### config.mk
export PLATFORM = sky130hd
export DESIGN_NAME = arh_host
export DESIGN_NICKNAME = d
export VERILOG_FILES = /design/src/include/arh_pkg.sv /design/src/arh_desc_word.sv /design/src/arh_host.sv
export VERILOG_INCLUDE_DIRS = /design/src /design/src/include
export SDC_FILE = /design/constraint.sdc
export NUM_CORES = 1
export LEC_CHECK = 0
export ABC_AREA = 1
export BUFFER_PORTS_ARGS = -buffer_cell sky130_fd_sc_hd__buf_2
export CAP_MARGIN = 20
export CORE_MARGIN = 3
export CORE_UTILIZATION = 40
export CTS_BUF_LIST = sky130_fd_sc_hd__clkbuf_8
export CTS_CLUSTER_SIZE = 30
export DETAILED_ROUTE_END_ITERATION = 8
export PLACE_DENSITY = 0.63
export SYNTH_ARGS = -nofsm -noshare
export SYNTH_HDL_FRONTEND = slang
export SYNTH_SLANG_ARGS = --single-unit
### constraint.sdc
create_clock -name i_mclk -period 9.55 [get_ports i_mclk]
set_clock_uncertainty 0.15 [all_clocks]
set_input_delay 1.4325 -clock i_mclk [delete_from_list [all_inputs] [get_ports i_mclk]]
set_output_delay 1.4325 -clock i_mclk [all_outputs]
set_load 0.01 [all_outputs]
### src/include/arh_regs.svh
// constants for the receive-list host controller: offsets, field positions, reset values
`ifndef ARH_REGS_SVH
`define ARH_REGS_SVH

// ------------------------------------------------------------
// software register offsets (byte addresses)
// ------------------------------------------------------------
`define ARH_OFS_CTRL      8'h00
`define ARH_OFS_BUF_BASE  8'h04
`define ARH_OFS_BUF_SIZE  8'h08
`define ARH_OFS_AREA0     8'h0c
`define ARH_OFS_AREA1     8'h10
`define ARH_OFS_STATUS    8'h14
`define ARH_OFS_POLL      8'h18

// ------------------------------------------------------------
// control register fields
// ------------------------------------------------------------
`define ARH_CTRL_CTX      0
`define ARH_CTRL_IRQ      1
`define ARH_CTRL_BUILD    4
`define ARH_CTRL_POLL     5
`define ARH_CTRL_SLOT_LO  8
`define ARH_CTRL_SLOT_HI  11

// ------------------------------------------------------------
// status register fields
// ------------------------------------------------------------
`define ARH_ST_BUSY       0
`define ARH_ST_ERR_ALIGN  1
`define ARH_ST_ERR_BUSY   2
`define ARH_ST_LIST0      4
`define ARH_ST_LIST1      5
`define ARH_ST_NEXT0_LO   8
`define ARH_ST_NEXT1_LO   12

// ------------------------------------------------------------
// device register offsets, one pair per context
// ------------------------------------------------------------
`define ARH_DEV_PTR0      8'h0c
`define ARH_DEV_CTLSET0   8'h00
`define ARH_DEV_PTR1      8'h2c
`define ARH_DEV_CTLSET1   8'h20
`define ARH_DEV_RUN_BIT   15
`define ARH_DEV_WAKE_BIT  12

// ------------------------------------------------------------
// descriptor layout and constant field values
// ------------------------------------------------------------
`define ARH_DESC_CMD      4'h2
`define ARH_DESC_KEY      3'b000
`define ARH_DESC_S        1'b1
`define ARH_DESC_I_ON     2'b11
`define ARH_DESC_I_OFF    2'b00
`define ARH_DESC_B        2'b11
`define ARH_DESC_Z_MORE   4'h1
`define ARH_DESC_Z_LAST   4'h0
`define ARH_Q_BRANCH      2'd2
`define ARH_Q_STATUS      2'd3
`define ARH_SLOT_BITS     4

// ------------------------------------------------------------
// reset values
// ------------------------------------------------------------
`define ARH_RST_WORD      32'h0000_0000

`endif

### src/include/arh_pkg.sv
// types for the receive-list host controller
package arh_pkg;
    // sequencer states, gray coded along build path
    typedef enum logic [2:0]
    {
        ARH_IDLE  = 3'b000,
        ARH_WDESC = 3'b001,
        ARH_LINK  = 3'b011,
        ARH_KICK  = 3'b010,
        ARH_POLL  = 3'b110,
        ARH_PWAIT = 3'b111
    } arh_state_t;
endpackage

### src/arh_desc_word.sv
// composer for one quadlet of a receive buffer descriptor
`timescale 1ns/1ps
`include "arh_regs.svh"

module arh_desc_word
(
    // selection
    input  wire logic [1:0]  i_quad,
    // descriptor fields
    input  wire logic        i_irq_en,
    input  wire logic [15:0] i_size,
    input  wire logic [31:0] i_base,
    // composed quadlet
    output logic      [31:0] o_word
);
    // header quadlet pieces
    wire logic [1:0]  irq_code;   // interrupt selection
    wire logic [31:0] head_word;  // quadlet 0

    assign irq_code  = i_irq_en ? `ARH_DESC_I_ON : `ARH_DESC_I_OFF;
    assign head_word = {`ARH_DESC_CMD, `ARH_DESC_S, `ARH_DESC_KEY, 2'b00, irq_code,
                        `ARH_DESC_B, 2'b00, i_size};

    // quadlet select: new descriptor is always last, so branch zero, Z zero
    always_comb
    begin
        case (i_quad)
            2'd0:    o_word = head_word;
            2'd1:    o_word = {i_base[31:2], 2'b00};
            2'd2:    o_word = {28'h000_0000, `ARH_DESC_Z_LAST};
            default: o_word = {16'h0000, i_size};  // residual starts at full size, status zero
        endcase
    end
endmodule

### src/arh_host.sv
// host side controller that builds receive descriptor lists and starts the two contexts
`timescale 1ns/1ps
`include "arh_regs.svh"

module arh_host
(
    // clock and reset
    input  wire logic        i_mclk,
    input  wire logic        i_rst_b,
    // software register port
    input  wire logic [7:0]  i_sw_addr,
    input  wire logic [31:0] i_sw_wdata,
    input  wire logic        i_sw_wr,
    input  wire logic        i_sw_rd,
    output logic      [31:0] o_sw_rdata,
    // device register port
    output logic      [7:0]  o_dev_addr,
    output logic      [31:0] o_dev_wdata,
    output logic             o_dev_wr,
    // host memory port, quadlet wide
    output logic      [31:0] o_mem_addr,
    output logic      [31:0] o_mem_wdata,
    output logic             o_mem_wr,
    output logic             o_mem_rd,
    input  wire logic [31:0] i_mem_rdata,
    // status
    output logic             o_busy
);
    // ------------------------------------------------------------
    // reset release through two flops
    // ------------------------------------------------------------
    logic rst_meta_reg;  // first stage, read only by second
    logic rst_sync_reg;  // released reset, active high when running

    always_ff @(posedge i_mclk or negedge i_rst_b)
    begin
        if (!i_rst_b)
        begin
            rst_meta_reg <= 1'b0;
            rst_sync_reg <= 1'b0;
        end
        else
        begin
            rst_meta_reg <= 1'b1;
            rst_sync_reg <= rst_meta_reg;
        end
    end

    wire logic rst_b;  // synchronised active low reset
    assign rst_b = rst_sync_reg;

    // ------------------------------------------------------------
    // address arithmetic shared by descriptor and patch writes
    // ------------------------------------------------------------
    function automatic logic [31:0] slot_addr(input logic [31:0] area, input logic [3:0] slot,
                                              input logic [1:0] quad);
        slot_addr = {area[31:8] + 24'h00_0000, slot, quad, 2'b00};  // sixteen byte slots
    endfunction

    // ------------------------------------------------------------
    // software visible state
    // ------------------------------------------------------------
    logic [31:0] buf_base_reg;     // buffer base for next build
    logic [15:0] buf_size_reg;     // buffer size in bytes for next build
    logic [31:0] area_reg [0:1];   // descriptor area per context
    logic        ctx_reg;          // context of current order
    logic        irq_reg;          // completion interrupt wanted
    logic [3:0]  poll_slot_reg;    // slot to poll
    logic        list_reg [0:1];   // context already holds a program
    logic [3:0]  next_reg [0:1];   // next free slot per context
    logic        err_align_reg;    // sticky: misaligned buffer refused
    logic        err_busy_reg;     // sticky: order while busy refused
    logic [31:0] poll_reg;         // last status quadlet read back
    logic [31:0] rdata_reg;        // read data, one cycle after strobe

    // ------------------------------------------------------------
    // sequencer state
    // ------------------------------------------------------------
    arh_pkg::arh_state_t state_reg;
    arh_pkg::arh_state_t state_next;
    logic [1:0]          quad_reg;  // quadlet counter during descriptor write

    // ------------------------------------------------------------
    // register decode
    // ------------------------------------------------------------
    wire logic        wr_ctrl;     // write to control
    wire logic        wr_status;   // write-one-to-clear of errors
    wire logic        idle;        // sequencer free
    wire logic        ord_build;   // build order presented
    wire logic        ord_poll;    // poll order presented
    wire logic        misaligned;  // buffer size or base not whole quadlets
    wire logic        go_build;    // build accepted
    wire logic        go_poll;     // poll accepted
    wire logic        bad_align;   // build refused for alignment
    wire logic        bad_busy;    // order refused while busy
    wire logic [31:0] status_word; // assembled status

    assign wr_ctrl    = i_sw_wr && (i_sw_addr == `ARH_OFS_CTRL);
    assign wr_status  = i_sw_wr && (i_sw_addr == `ARH_OFS_STATUS);
    assign idle       = (state_reg == arh_pkg::ARH_IDLE);
    assign ord_build  = wr_ctrl && i_sw_wdata[`ARH_CTRL_BUILD];
    assign ord_poll   = wr_ctrl && i_sw_wdata[`ARH_CTRL_POLL] && !i_sw_wdata[`ARH_CTRL_BUILD];
    assign misaligned = (buf_size_reg[1:0] != 2'b00) || (buf_base_reg[1:0] != 2'b00);
    assign go_build   = ord_build && idle && !misaligned;
    assign go_poll    = ord_poll && idle;
    assign bad_align  = ord_build && idle && misaligned;
    assign bad_busy   = (ord_build || ord_poll) && !idle;
    assign o_busy     = !idle;

    assign status_word = {16'h0000, next_reg[1], next_reg[0], 2'b00, list_reg[1], list_reg[0],
                          1'b0, err_busy_reg, err_align_reg, !idle};

    // ------------------------------------------------------------
    // read mux, unmapped addresses read zero
    // ------------------------------------------------------------
    wire logic [31:0] rd_mux;
    assign rd_mux = (i_sw_addr == `ARH_OFS_CTRL)     ? {20'h0_0000, poll_slot_reg, 6'h00, irq_reg, ctx_reg} :
                    (i_sw_addr == `ARH_OFS_BUF_BASE) ? buf_base_reg :
                    (i_sw_addr == `ARH_OFS_BUF_SIZE) ? {16'h0000, buf_size_reg} :
                    (i_sw_addr == `ARH_OFS_AREA0)    ? area_reg[0] :
                    (i_sw_addr == `ARH_OFS_AREA1)    ? area_reg[1] :
                    (i_sw_addr == `ARH_OFS_STATUS)   ? status_word :
                    (i_sw_addr == `ARH_OFS_POLL)     ? poll_reg : `ARH_RST_WORD;

    // read data stand only in the cycle after the strobe
    always_ff @(posedge i_mclk or negedge rst_b)
    begin
        if (!rst_b)
            rdata_reg <= `ARH_RST_WORD;
        else
            rdata_reg <= i_sw_rd ? rd_mux : `ARH_RST_WORD;
    end
    assign o_sw_rdata = rdata_reg;

    // ------------------------------------------------------------
    // configuration registers, frozen while the sequencer works
    // ------------------------------------------------------------
    always_ff @(posedge i_mclk or negedge rst_b)
    begin
        if (!rst_b)
        begin
            buf_base_reg  <= `ARH_RST_WORD;
            buf_size_reg  <= 16'h0000;
            area_reg[0]   <= `ARH_RST_WORD;
            area_reg[1]   <= `ARH_RST_WORD;
            ctx_reg       <= 1'b0;
            irq_reg       <= 1'b0;
            poll_slot_reg <= 4'h0;
        end
        else if (idle && i_sw_wr)
        begin
            // area bases keep 256 byte alignment
            case (i_sw_addr)
                `ARH_OFS_BUF_BASE: buf_base_reg <= i_sw_wdata;
                `ARH_OFS_BUF_SIZE: buf_size_reg <= i_sw_wdata[15:0];
                `ARH_OFS_AREA0:    area_reg[0]  <= {i_sw_wdata[31:8], 8'h00};
                `ARH_OFS_AREA1:    area_reg[1]  <= {i_sw_wdata[31:8], 8'h00};
                `ARH_OFS_CTRL:
                begin
                    ctx_reg       <= i_sw_wdata[`ARH_CTRL_CTX];
                    irq_reg       <= i_sw_wdata[`ARH_CTRL_IRQ];
                    poll_slot_reg <= i_sw_wdata[`ARH_CTRL_SLOT_HI:`ARH_CTRL_SLOT_LO];
                end
                default: ;  // other offsets hold nothing writable
            endcase
        end
    end

    // ------------------------------------------------------------
    // sticky error flags, a new error wins over a clear
    // ------------------------------------------------------------
    always_ff @(posedge i_mclk or negedge rst_b)
    begin
        if (!rst_b)
        begin
            err_align_reg <= 1'b0;
            err_busy_reg  <= 1'b0;
        end
        else
        begin
            err_align_reg <= bad_align || (err_align_reg && !(wr_status && i_sw_wdata[`ARH_ST_ERR_ALIGN]));
            err_busy_reg  <= bad_busy || (err_busy_reg && !(wr_status && i_sw_wdata[`ARH_ST_ERR_BUSY]));
        end
    end

    // ------------------------------------------------------------
    // descriptor quadlet composer
    // ------------------------------------------------------------
    wire logic [31:0] desc_word;  // quadlet quad_reg of new descriptor
    arh_desc_word u_word
    (
        .i_quad   (quad_reg),
        .i_irq_en (irq_reg),
        .i_size   (buf_size_reg),
        .i_base   (buf_base_reg),
        .o_word   (desc_word)
    );

    // per-context addresses of the new and the previous descriptor
    wire logic [3:0]  cur_slot;   // slot being built
    wire logic [3:0]  prev_slot;  // last descriptor of the program
    wire logic [31:0] new_addr;   // start of new descriptor
    wire logic [31:0] kick_word;  // run for a fresh program, wake after append
    wire logic [7:0]  ptr_ofs;    // device pointer register of context
    wire logic [7:0]  ctl_ofs;    // device control set register of context

    assign cur_slot  = next_reg[ctx_reg];
    assign prev_slot = cur_slot - 4'h1;
    assign new_addr  = slot_addr(area_reg[ctx_reg], cur_slot, 2'd0);
    assign ptr_ofs   = ctx_reg ? `ARH_DEV_PTR1 : `ARH_DEV_PTR0;
    assign ctl_ofs   = ctx_reg ? `ARH_DEV_CTLSET1 : `ARH_DEV_CTLSET0;
    assign kick_word = list_reg[ctx_reg] ? (32'h1 << `ARH_DEV_WAKE_BIT)   // stalled context re-reads
                                         : (32'h1 << `ARH_DEV_RUN_BIT);   // start at pointer

    // ------------------------------------------------------------
    // sequencer: build walks wdesc, link, kick; poll walks poll, pwait
    // ------------------------------------------------------------
    always_comb
    begin
        state_next = state_reg;
        case (state_reg)
            arh_pkg::ARH_IDLE:
                if (go_build)
                    state_next = arh_pkg::ARH_WDESC;
                else if (go_poll)
                    state_next = arh_pkg::ARH_POLL;
            arh_pkg::ARH_WDESC:
                if (quad_reg == 2'd3)
                    state_next = arh_pkg::ARH_LINK;
            arh_pkg::ARH_LINK:  state_next = arh_pkg::ARH_KICK;
            arh_pkg::ARH_KICK:  state_next = arh_pkg::ARH_IDLE;
            arh_pkg::ARH_POLL:  state_next = arh_pkg::ARH_PWAIT;
            arh_pkg::ARH_PWAIT: state_next = arh_pkg::ARH_IDLE;
            default:            state_next = arh_pkg::ARH_IDLE;
        endcase
    end

    // state and quadlet counter
    always_ff @(posedge i_mclk or negedge rst_b)
    begin
        if (!rst_b)
        begin
            state_reg <= arh_pkg::ARH_IDLE;
            quad_reg  <= 2'd0;
        end
        else
        begin
            state_reg <= state_next;
            quad_reg  <= (state_reg == arh_pkg::ARH_WDESC) ? quad_reg + 2'd1 : 2'd0;
        end
    end

    // ------------------------------------------------------------
    // program bookkeeping per context
    // ------------------------------------------------------------
    // the whole descriptor lands before it is linked, so the device never sees half of it
    always_ff @(posedge i_mclk or negedge rst_b)
    begin
        if (!rst_b)
        begin
            list_reg[0] <= 1'b0;
            list_reg[1] <= 1'b0;
            next_reg[0] <= 4'h0;
            next_reg[1] <= 4'h0;
        end
        else if (state_reg == arh_pkg::ARH_KICK)
        begin
            list_reg[ctx_reg] <= 1'b1;
            next_reg[ctx_reg] <= cur_slot + 4'h1;  // ring wraps; software must recycle completed slots
        end
    end

    // ------------------------------------------------------------
    // memory and device strobes, all from flops
    // ------------------------------------------------------------
    always_ff @(posedge i_mclk or negedge rst_b)
    begin
        if (!rst_b)
        begin
            o_mem_addr  <= `ARH_RST_WORD;
            o_mem_wdata <= `ARH_RST_WORD;
            o_mem_wr    <= 1'b0;
            o_mem_rd    <= 1'b0;
            o_dev_addr  <= 8'h00;
            o_dev_wdata <= `ARH_RST_WORD;
            o_dev_wr    <= 1'b0;
        end
        else
        begin
            o_mem_wr <= 1'b0;
            o_mem_rd <= 1'b0;
            o_dev_wr <= 1'b0;
            case (state_reg)
                arh_pkg::ARH_WDESC:
                begin
                    // new descriptor is written as the end of the program
                    o_mem_addr  <= slot_addr(area_reg[ctx_reg], cur_slot, quad_reg);
                    o_mem_wdata <= desc_word;
                    o_mem_wr    <= 1'b1;
                end
                arh_pkg::ARH_LINK:
                    if (list_reg[ctx_reg])
                    begin
                        // touch only pointer and block count of the old last one
                        o_mem_addr  <= slot_addr(area_reg[ctx_reg], prev_slot, `ARH_Q_BRANCH);
                        o_mem_wdata <= {new_addr[31:4], `ARH_DESC_Z_MORE};
                        o_mem_wr    <= 1'b1;
                    end
                    else
                    begin
                        // empty context: program pointer names the first descriptor
                        o_dev_addr  <= ptr_ofs;
                        o_dev_wdata <= {new_addr[31:4], 3'b000, 1'b1};
                        o_dev_wr    <= 1'b1;
                    end
                arh_pkg::ARH_KICK:
                begin
                    o_dev_addr  <= ctl_ofs;
                    o_dev_wdata <= kick_word;
                    o_dev_wr    <= 1'b1;
                end
                arh_pkg::ARH_POLL:
                begin
                    // residual and status share one quadlet, so one read sees a consistent pair
                    o_mem_addr <= slot_addr(area_reg[ctx_reg], poll_slot_reg, `ARH_Q_STATUS);
                    o_mem_rd   <= 1'b1;
                end
                default: ;  // idle and wait states drive no strobe
            endcase
        end
    end

    // ------------------------------------------------------------
    // poll result capture
    // ------------------------------------------------------------
    // upper half is the device's copy of its control status, lower half bytes left
    always_ff @(posedge i_mclk or negedge rst_b)
    begin
        if (!rst_b)
            poll_reg <= `ARH_RST_WORD;
        else if (state_reg == arh_pkg::ARH_PWAIT)
            poll_reg <= i_mem_rdata;
    end
endmodule

[Word level (Yosys, flattened, before mapping)]
Cells that the tools add are included.
Storage, ports and cells
  word-level logic and storage cells: 138
  bits in writable memories: 0
  bits in latches: 0
  bits of input ports: 76
  bits in registers: 292
  bits in read-only memories: 0
  memories kept: 0
  output and inout port bits: 140
Cells by class
  shift-type cells: 0
  $add $sub $neg: 3
  $lt $le $gt $ge: 2
  multiply operators: 0
  reductions and logical operators: 42
  mux-type cells: 45
  equality and inequality tests: 18
  bitwise operators: 2
  div/mod/pow operators: 0
Operator list (count)
  32-bit two-way mux: 14
  32-bit case mux with 3 select lines: 2
  32-bit case mux with 2 select lines: 2
  8-bit by 5-bit == test with 1-bit output, second input constant: 3
  2-bit AND reduction: 9
  8-bit by 4-bit == test with 1-bit output, second input constant: 2
  1-bit logical AND: 16
  16-bit two-way mux: 1
  4-bit two-way mux: 4
  8-bit case mux with 2 select lines: 1
  6-bit two-way mux: 2
  3-bit case mux with 4 select lines: 1
  3-bit two-way mux: 3
  8-bit bitwise mux: 1
  8-bit by 3-bit == test with 1-bit output, second input constant: 1
  8-bit zero test: 1
  8-bit two-way mux: 1
  2-bit nonzero test: 4
  1-bit two-way mux: 7
  3-bit by 2-bit == test with 1-bit output, second input constant: 2
  3-bit == test, second input constant: 2
  2-bit != test, second input constant: 3
  1-bit zero test: 5
  4-bit by 1-bit adder with 4-bit output, second input constant: 1
  18 further kinds: 24

[Depth between registers and ports, before layout]
Gate-level depths: netlist of run 1.
  depth in word-level cells: 9
  gate-level depth with buffers: 11
  gate-level depth less buffers: 11

[By module]
A second synthesis of run 1 with hierarchy kept.
Unflattened totals
  cell total of the unflattened synthesis: 1513
  area total of the unflattened synthesis: 12766.0 sq um
Modules (own cells, without submodules)
  arh_host: times used 1, area each 12231.7 sq um, cells each 1405, seq. area each 7006.7 sq um
  arh_desc_word: times used 1, area each 534.3 sq um, cells each 108, seq. area each 0.0 sq um

[Worst setup path after synthesis of run 1]
No wires, ideal clock.
  path type: input -> register
  start point: input port i_sw_addr[6]
  end point: register area_reg[25] in the netlist's numbering
  arrival: 2.429 ns
  cell stages on the path: 10
  path slack: 6.841 ns
  library setup time: 0.130 ns
  buffers on the path: 2
  required time: 9.270 ns
  cells stage by stage: inv_1 nand2_1 nor2_4 nand2_2 inv_2 nand2_2 buf_4 buf_6 nand2_1 o21ai_0
Between the ends
  longest elaborated chain between the ends: 2
RTL lines
  start, declared: line arh_host.sv:11  | input wire logic [7:0] i_sw_addr,
  8-bit by 5-bit == test with 1-bit output: line arh_host.sv:153  | case (i_sw_addr)
  2-bit AND reduction (no source line)
  end, declared: line arh_host.sv:65  | logic [31:0] area_reg [0:1];
No other way between the ends.
A chain may end at the register's enable or synchronous reset.

[Final worst setup path of run 1]
  start point: register state_reg[0]
  end point: output port o_busy
Between the ends
  longest elaborated chain between the ends: 2
RTL lines
  start, declared: line arh_host.sv:79  | arh_pkg::arh_state_t state_reg;
  start signal, assigned: line arh_host.sv:243  | state_reg <= arh_pkg::ARH_IDLE;
  start signal, assigned: line arh_host.sv:248  | state_reg <= state_next;
  3-bit zero test: line arh_host.sv:100  | assign idle = (state_reg == arh_pkg::ARH_IDLE);
  1-bit zero test: line arh_host.sv:108  | assign o_busy = !idle;
  end, declared: line arh_host.sv:27  | output logic o_busy
No other way between the ends.

==> flow_summary.yaml, run 1 <==
synth:
  yosys.area.top_type: "dfrtp_1"
  ys_ff_latch: 280
  synth_edf_count: 0
  seq_area_frac_synth_pct: 56.7
  avgSynthCellArea_um2: 9.13
  synth_ff_type: "dfrtp_1"
  synth.most_common_cell: "nand2_1"
  ys_top_cells_by_count: "nand2_1, dfrtp_1, o21ai_0, inv_1, nor2_1"
  synth_cell_types: 49
  netlist.area_leader.share_pct: 56.7
  netlist_area_um2: 12400
  synthCells: 1353
  async_flop_share_pct: 100
  ys_top_cells_by_area: "dfrtp_1, nand2_1, o21ai_0, mux2_2, inv_1"
  yosys_warnings: 0
timing:
  finalSetupTns_ns: 0
  worst_pin_slew_ns: 1.05
  relSlewSlack_pct: 29.7
  max_freq_mhz: 293
  post-route-period-util_pct: 35.7
  slew_viol_final: 0
  finalSetupViolCount: 0
  final_hold_viol_count: 0
  rsz0062_at_grt: "false"
  min_period_ns: 3.41
placed_design:
  place_area_um2: 13500
  dp_hpwl_um: 26800
  gp_congestion: 0.928
  portBuffers: 205
outcome:
  status: "finished clean"
job:
  max_cap_violations: 0
setup_path:
  crit_type: "reg2out"
  critPathLaunchType: "flip-flop"
  reg2reg_depth: 9
  critPathArrivalTime_ns: 1.83
  slowest_stage: "nor3_2"
  crit_required_ns: 7.97
  crit_path_max_fanout: 5
  crit_cells: 3
  worst-path-buf-inv: 2
  path_delay_family: "simple AND/OR/NAND/NOR gates"
  worstPathCellList: "nor3_2 > inv_1 > buf_2"
  critPathCaptureType: "output port"
  slowest_delay_ns: 0.49
grt:
  use_met3_pct: 4.79
  grt-busiest-layer: "met1"
  grt.total_usage_pct: 22.3
  use_met1_pct: 34.0
  gr-usage-met2_pct: 32.5
  grt_pass1_wl_um: 58100
  antenna_found_initial: 2
  grt_overflow: 0
  grt_pass1_vias: 9901
  grt_max_degree: 70
route:
  first_pass_iters: 5
  wirelength_um: 37900
  drc_errors: 0
  final_antenna_net_count: 0
  routedWlPerCell_um: 19.2
  drt_iter0_markers: 997
  vias_per_cell: 5.23
  vias: 10332
clock_network:
  cts_hold_buffers: 0
  cts_buffers: 47
  path_clk_slew_ns: 0.06
  cts.sinks: 280
  htree_levels: 2
  cts_resized: 0
  cts_root_buf: "clkbuf_8"
  insertion_delay_ns: 0.56
  cts_tree: "yes"
  cts_buffer_depth: 3
  post_cts_buffers: 0
floorplan:
  start_util_pct: 41.1
  rows: 63
  ios: 216
  coreArea_um2: 30000
  die-area_um2: 33000
  die_h_um: 182
  die_w_um: 182
power_and_ir_drop:
  leakage_nw: 7.18
  ir_drop_mv: 0.100
  p_per_area_nw_per_um2: 247
cells_and_area:
  finalNetCount: 1630
  postLayoutCoreUtil_pct: 48.4
  nFillCells: 2971
  syn_to_final_growth_pct: 17.6
  largest_register_ffs: 48
  final_area_um2: 14500
  num_antenna_cells: 0
  drive_above_1_share_pct: 23.0
min_path:
  min_path_type: "reg2async"
## cells in the final DEF (no fill, tap or decap), types with 3 or more instances in the layout
cell type,synthesis,layout
o211ai_1,6,6
clkbuf_8,0,64
buf_4,20,11
a21oi_1,58,58
nor2_1,79,79
clkinv_2,0,5
a41oi_1,14,14
o22ai_1,7,7
ha_1,6,6
nand2_1,368,368
inv_1,90,103
buf_2,28,205
a22oi_1,4,4
a221oi_1,6,6
nor2_4,4,4
mux2i_1,5,5
a31oi_1,25,25
o21ai_1,23,23
o21ai_0,160,160
conb_1,2,11
or2_2,3,3
mux2_2,32,32
dfrtp_1,280,279
nand2_2,8,8
inv_2,13,13
nand3_1,53,53
nand2_4,3,3
## kinds of logic (layout without fill, tap and decap cells)
logic type	count (synthesis)	after routing	share of synthesized area, %
XOR/XNOR	2	2	0.142
adder cells (fa/ha/maj)	6	6	0.608
flip-flops	280	280	56.7
AND/OR/NAND/NOR	525	525	17.3
other	2	11	0.0608
AO/OA/AOI/OAI	315	315	14.3
multiplexers	38	38	3.44
buffers and inverters	185	408	7.36
## cell type report
| cell class | instances | area (um2) | area share (%) |
|---|---|---|---|
| Clock inverter | 22 | 150 | 1.03 |
| Clock buffer | 64 | 881 | 6.06 |
| Tap cell | 390 | 488 | 3.36 |
| Sequential cell | 280 | 7010 | 48.3 |
| Timing Repair Buffer | 217 | 1130 | 7.77 |
| Multi-Input combinational cell | 897 | 4470 | 30.8 |
| Inverter | 105 | 397 | 2.73 |
## final timing paths
path / start / end / slack (ns)
min in group i_mclk: rst_meta_reg / rst_b / 0.20
min reg2reg: rst_b / poll_reg[22] / 0.09
max reg2reg: state_reg[2] / o_mem_wdata[19] / 6.64
max: state_reg[0] / o_busy / 6.14
max in group asynchronous: rst_b / area_reg[45] / 7.14
min: rst_b / poll_reg[22] / 0.09
## where the power goes
part | switching (mW) | internal [mW]
clock network | 0.487 | 0.651
registers | 0.166 | 1.43
logic | 0.529 | 0.316
## through the flow
step                total power, mW  instances  setup slack [ns]  hold slack [ns]
global placement               2.44       1888              5.71           0.0902
global route                   3.78       1975              6.06            0.122
finish                         3.58       1975              6.14           0.0853
CTS                            3.61       1974              6.13            0.102
detailed placement             2.47       1888              5.57           0.0966
floorplan                      2.14       1362              1.02            0.181
## metal layers
metal	wire (um)	part of all wire [%]	vias up
li1	-	-	4834
met1	17400	46	5005
met2	16600	44	425
met3	3080	8.1	64
met4	741	2.0	4
met5	27	0.071	-
(Power assumes the default switching activity.)
==> run 2, diff against run 1 <==
==> constraint.sdc (replaced) <==
create_clock -name i_mclk -period 3.3 [get_ports i_mclk]
set_clock_uncertainty 0.15 [all_clocks]
set_input_delay 0.495 -clock i_mclk [delete_from_list [all_inputs] [get_ports i_mclk]]
set_output_delay 0.495 -clock i_mclk [all_outputs]
set_load 0.01 [all_outputs]
==> run 2 against run 1 <==
Net effect:
- die area unchanged
- clock-buffer cell count is 4 lower
- combinational power rose to 2.9 times the previous value
- setup slack worse by 5.3 ns
- via count up 0.42%
- critical path depth increased by 1
- register-to-register slack worse by 5.8 ns
- wire length is 0.25% lower
- sequential cell count unchanged
- non-clock buffer count is 30 higher
- global-route usage is 0.21 points higher
- sequential share of layout area is 0.74 points lower
- critical endpoint unchanged
- largest cell class unchanged
==> flow_summary.yaml, run 2 (synthesis results as in run 1) <==
clock_network:
  insertion_delay_ns: 0.56
  cts_root_buf: "clkbuf_8"
  cts_resized: 0
  cts_buffers: 46
  htree_levels: 2
  cts_buffer_depth: 3
  path_clk_slew_ns: 0.06
  cts_tree: "yes"
  cts.sinks: 280
cells_and_area:
  final_cell_mix: "nand2_1, dfrtp_1, buf_2"
  multi_input_area_um2: 4470
  drive_above_1_share_pct: 23.2
  syn_to_final_growth_pct: 19.4
  largest_register_ffs: 48
  fin_cells: 2003
  layout_commonest_cell: "nand2_1"
  num_antenna_cells: 0
  nFillCells: 2921
  final-seq-area_um2: 7010
  finalNetCount: 1659
grt:
  grt_pass1_wl_um: 58600
  use_met1_pct: 33.4
  antenna_found_initial: 0
  grt.total_usage_pct: 22.5
  grt_overflow: 0
  grt_max_degree: 54
  grt-busiest-layer: "met1"
  gr-usage-met2_pct: 32.4
  use_met3_pct: 5.73
  grt_pass1_vias: 10213
floorplan:
  die_h_um: 182
  start_util_pct: 41.1
  die_w_um: 182
  ios: 216
  rows: 63
  die-area_um2: 33000
  coreArea_um2: 30000
setup_path:
  critPathCaptureType: "output port"
  critPathLaunchType: "flip-flop"
  crit_required_ns: 2.65
  crit_type: "reg2out"
  critPathArrivalTime_ns: 1.83
  worstPathCellList: "nor3_2 > buf_4 > inv_1 > buf_2"
  slowest_delay_ns: 0.44
  crit_path_max_fanout: 5
  slowest_stage: "dfrtp_1"
timing:
  worst_pin_slew_ns: 0.845
  final_hold_viol_count: 0
  slew_viol_final: 0
  post-route-period-util_pct: 75.0
  hold_slack_ns: 0.0257
  max_freq_mhz: 404
  relSlewSlack_pct: 43.5
  finalSetupTns_ns: 0
  rsz0062_at_grt: "false"
  finalSetupViolCount: 0
  min_period_ns: 2.48
route:
  first_pass_iters: 5
  final_antenna_net_count: 0
  drc_errors: 0
  vias_per_cell: 5.18
  routedWlPerCell_um: 18.9
  drt_iter0_markers: 962
  wirelength_um: 37800
  vias: 10375
power_and_ir_drop:
  leakage_nw: 7.30
  p_per_area_nw_per_um2: 694
  p_clk_share_pct: 30.4
  swShare_pct: 33.4
  combPwrFrac_pct: 24.3
  switching_power_mw: 3.42
  p_seq_share_pct: 45.3
  p_int_mw: 6.82
  ir_drop_mv: 0.244
placed_design:
  gp_congestion: 0.923
  dp_cells: 1906
  dp_hpwl_um: 27500
  portBuffers: 205
min_path:
  min_path_type: "in2reg"
outcome:
  status: "finished clean"
job:
  max_cap_violations: 0
## run 2: cell count changes in the layout (fill, tap and decap cells not counted), sizes merged
cell | previous run | this run
clkinvlp | 1 | 3
clkinv | 6 | 3
inv | 118 | 122
clkbuf | 64 | 60
buf | 217 | 234
bufinv | 2 | 1
dlygate4sd3 | 0 | 13
## run 2: power by group through the flow
stage	clock network, mW	registers (mW)	logic [mW]
6_report	3.11	4.63	2.49
5_1_grt	3.33	4.71	2.78
4_1_cts	3.17	4.63	2.50
3_5_place_dp	0	4.69	2.49
3_3_place_gp	0	4.66	2.44
2_1_floorplan	0	4.76	1.44
## run 2: area by class of cell
type | instances | area share [%]
sequential | 280 | 47.5
multi-input combinational | 897 | 30.3
timing repair buffer | 247 | 9.65
clock buffer | 60 | 5.60
tap | 390 | 3.31
inverter | 105 | 2.69
clock inverter | 24 | 0.916
## run 2: repair_timing
action                                 in CTS  in global routing
setup buffers                               0                  0
endpoints found under the hold margin      14                  0
hold buffers                               13                  0
## run 2: per-layer routing
metal	share of wire, %	wire (um)
met4	2.8	1070
met2	42	15900
met1	46	17300
met5	0	0
met3	9.1	3450
## run 2: worst paths after layout
kind | from | endpoint | slack (ns) | cells past startpoint
worst max register to register | quad_reg[0] | o_mem_wdata[6] | 0.88 | 8
worst min register to register | rst_meta_reg | rst_b | 0.20 | 0
min in group asynchronous | i_rst_b | rst_b | 0.10 | 2
worst max-delay path | state_reg[0] | o_busy | 0.82 | 4
worst min-delay path | i_mem_rdata[22] | poll_reg[22] | 0.03 | 2
max in group asynchronous | rst_b | o_mem_wdata[1] | 1.78 | 2
## run 2: worst max-delay path, delay by kind of cell, from the launching register on
kind	cells	cell delay (ns)
buffers and inverters	3	0.42
and+or+nand+nor	1	0.41
DFF	1	0.44
## run 2: stage by stage
step / area (um2) / total power [mW] / worst slack [ns] / utilization [%]
2_1_floorplan: 12400 / 6.19 / 0.353 / -
3_3_place_gp: 13700 / 7.11 / 0.713 / 45.5
3_5_place_dp: 13700 / 7.18 / 0.652 / 45.5
4_1_cts: 14800 / 10.3 / 0.810 / 49.1
5_1_grt: 14800 / 10.8 / 0.755 / 49.1
6_report: 14800 / 10.2 / 0.825 / 49.1
==> run 3, diff against run 2 <==
==> constraint.sdc (replaced) <==
create_clock -name i_mclk -period 2.6 [get_ports i_mclk]
set_clock_uncertainty 0.15 [all_clocks]
set_input_delay 0.39 -clock i_mclk [delete_from_list [all_inputs] [get_ports i_mclk]]
set_output_delay 0.39 -clock i_mclk [all_outputs]
set_load 0.01 [all_outputs]
==> run 3 against run 2 <==
Net effect:
- register-to-register slack worse by 0.49 ns
- sequential share of layout area decreased by 1.5 points
- first-iteration DRC count up 0.52%
- via count increased by 2.1%
- sequential cell count did not move
- critical path depth is the same
- clock-buffer cell count shrank 2
- design area increased by 3.2%
- wire length rose by 2.1%
- cell count rose by 2.4%
- total power grew 27%
- utilization grew 1.6 points
- critical path type unchanged
- largest cell class unchanged
- highest routed layer unchanged
==> flow_summary.yaml, run 3 (synthesis results as in run 1) <==
outcome:
  status: "finished clean"
timing:
  finalSetupTns_ns: 0
  finalSetupViolCount: 0
  worst_pin_slew_ns: 0.757
  min_period_ns: 2.37
  relSlewSlack_pct: 49.0
  final_hold_viol_count: 0
  max_freq_mhz: 422
  post-route-period-util_pct: 91.1
  slew_viol_final: 0
  fin_ws_ns: 0.232
  rsz0062_at_grt: "false"
job:
  max_cap_violations: 0
route:
  wirelength_um: 38600
  routedWlPerCell_um: 18.8
  drt_iter0_markers: 967
  vias_per_cell: 5.17
  drc_errors: 0
  final_antenna_net_count: 0
  vias: 10598
  first_pass_iters: 6
placed_design:
  place_area_um2: 13700
  portBuffers: 205
  dp_cells: 1909
  dp_hpwl_um: 27700
  place_worst_setup_slack_ns: 0.420
  gp_congestion: 0.934
cells_and_area:
  fin_cells: 2051
  finalNetCount: 1709
  final_cell_mix: "nand2_1, dfrtp_1, buf_2"
  nFillCells: 2898
  syn_to_final_growth_pct: 23.2
  drive_above_1_share_pct: 22.6
  num_antenna_cells: 0
  layout_commonest_cell: "nand2_1"
  final_area_um2: 15200
  largest_register_ffs: 48
grt:
  grt_max_degree: 116
  grt.total_usage_pct: 22.9
  grt_overflow: 0
  grt_pass1_vias: 10152
  antenna_found_initial: 0
  grt_pass1_wl_um: 59400
floorplan:
  rows: 63
  die_w_um: 182
  start_util_pct: 41.1
  die-area_um2: 33000
  ios: 216
  die_h_um: 182
  coreArea_um2: 30000
clock_network:
  cts_buffer_depth: 3
  cts_buffers: 48
  path_clk_slew_ns: 0.06
  insertion_delay_ns: 0.55
  cts.sinks: 280
  cts_root_buf: "clkbuf_8"
  cts_tree: "yes"
  cts_resized: 0
  htree_levels: 2
setup_path:
  critPathArrivalTime_ns: 1.83
  slowest_stage: "dfrtp_1"
  critPathLaunchType: "flip-flop"
  crit_type: "reg2out"
  crit_path_max_fanout: 5
  slowest_delay_ns: 0.44
  worstPathCellList: "nor3_2 > buf_4 > inv_1 > buf_2"
  worst-path-buf-inv: 3
  path_delay_family: "flip-flops"
  critPathCaptureType: "output port"
  crit_required_ns: 2.06
power_and_ir_drop:
  p_total_mw: 13.0
  p_per_area_nw_per_um2: 853
  leakage_nw: 7.51
  ir_drop_mv: 0.355
min_path:
  min_path_type: "reg2async"
==> run 3: changes by cell type in the layout (fill, tap and decap cells not counted), sizes merged <==
cell / change
buf: +3
clkbuf: -2
clkinv: +2
clkinvlp: -1
dlygate4sd3: +45
inv: +1
==> run 3: what timing repair did <==
action,in CTS,in global routing
hold buffers,58,0
hold endpoints to repair,87,0
setup endpoints to repair,0,0
buffers inserted,0,0
==> run 3: metrics by stage <==
stage,util (%),hold WS [ns]
6_report,50.7,0.0364
5_1_grt,50.7,0.0289
4_1_cts,50.7,0.000636
3_5_place_dp,45.6,0.0274
3_3_place_gp,45.6,0.0252
2_1_floorplan,-,-0.0556
==> run 3: final cells by class <==
class / instances / area, um2 / area share [%]
clock buffers: 58 / 798 / 5.24
flip-flops and latches: 280 / 7010 / 46.0
repair buffers: 295 / 1920 / 12.6
multi-input cells: 897 / 4470 / 29.4
clock inverters: 26 / 136 / 0.896
inverters: 105 / 397 / 2.61
well taps: 390 / 488 / 3.21
==> run 3: worst register-to-register path, delay by kind of cell, from the launching register on <==
family | cells | cell delay [ns]
flip-flops | 1 | 0.44
AND/OR/NAND/NOR | 8 | 1.52
==> run 3: final timing paths <==
check | start | to | slack (ns) | depth (start not counted)
setup / recovery | state_reg[0] | o_busy | 0.23 | 4
hold / removal | rst_b | o_sw_rdata[23] | 0.04 | 0
max in group asynchronous | rst_b | o_mem_wdata[7] | 1.36 | 1
hold reg to reg | rst_b | o_sw_rdata[23] | 0.04 | 0
min in group i_mclk | i_sw_wdata[14] | buf_size_reg[14] | 0.04 | 3
setup reg to reg | state_reg[0] | state_reg[1] | 0.39 | 8
==> run 3: layer usage <==
| layer | track usage [%] | vias to the layer above | wire [um] |
|---|---|---|---|
| met5 | 0 | - | 0 |
| met4 | 5.21 | 0 | 697 |
| met3 | 5.11 | 45 | 3110 |
| met2 | 33.0 | 430 | 16700 |
| met1 | 35.1 | 5126 | 18100 |
| li1 | - | 4997 | - |
==> run 3: power by group <==
part	internal [mW]	switching, mW
Clock	2.11	1.73
Sequential	5.26	0.623
Combinational	1.30	1.97
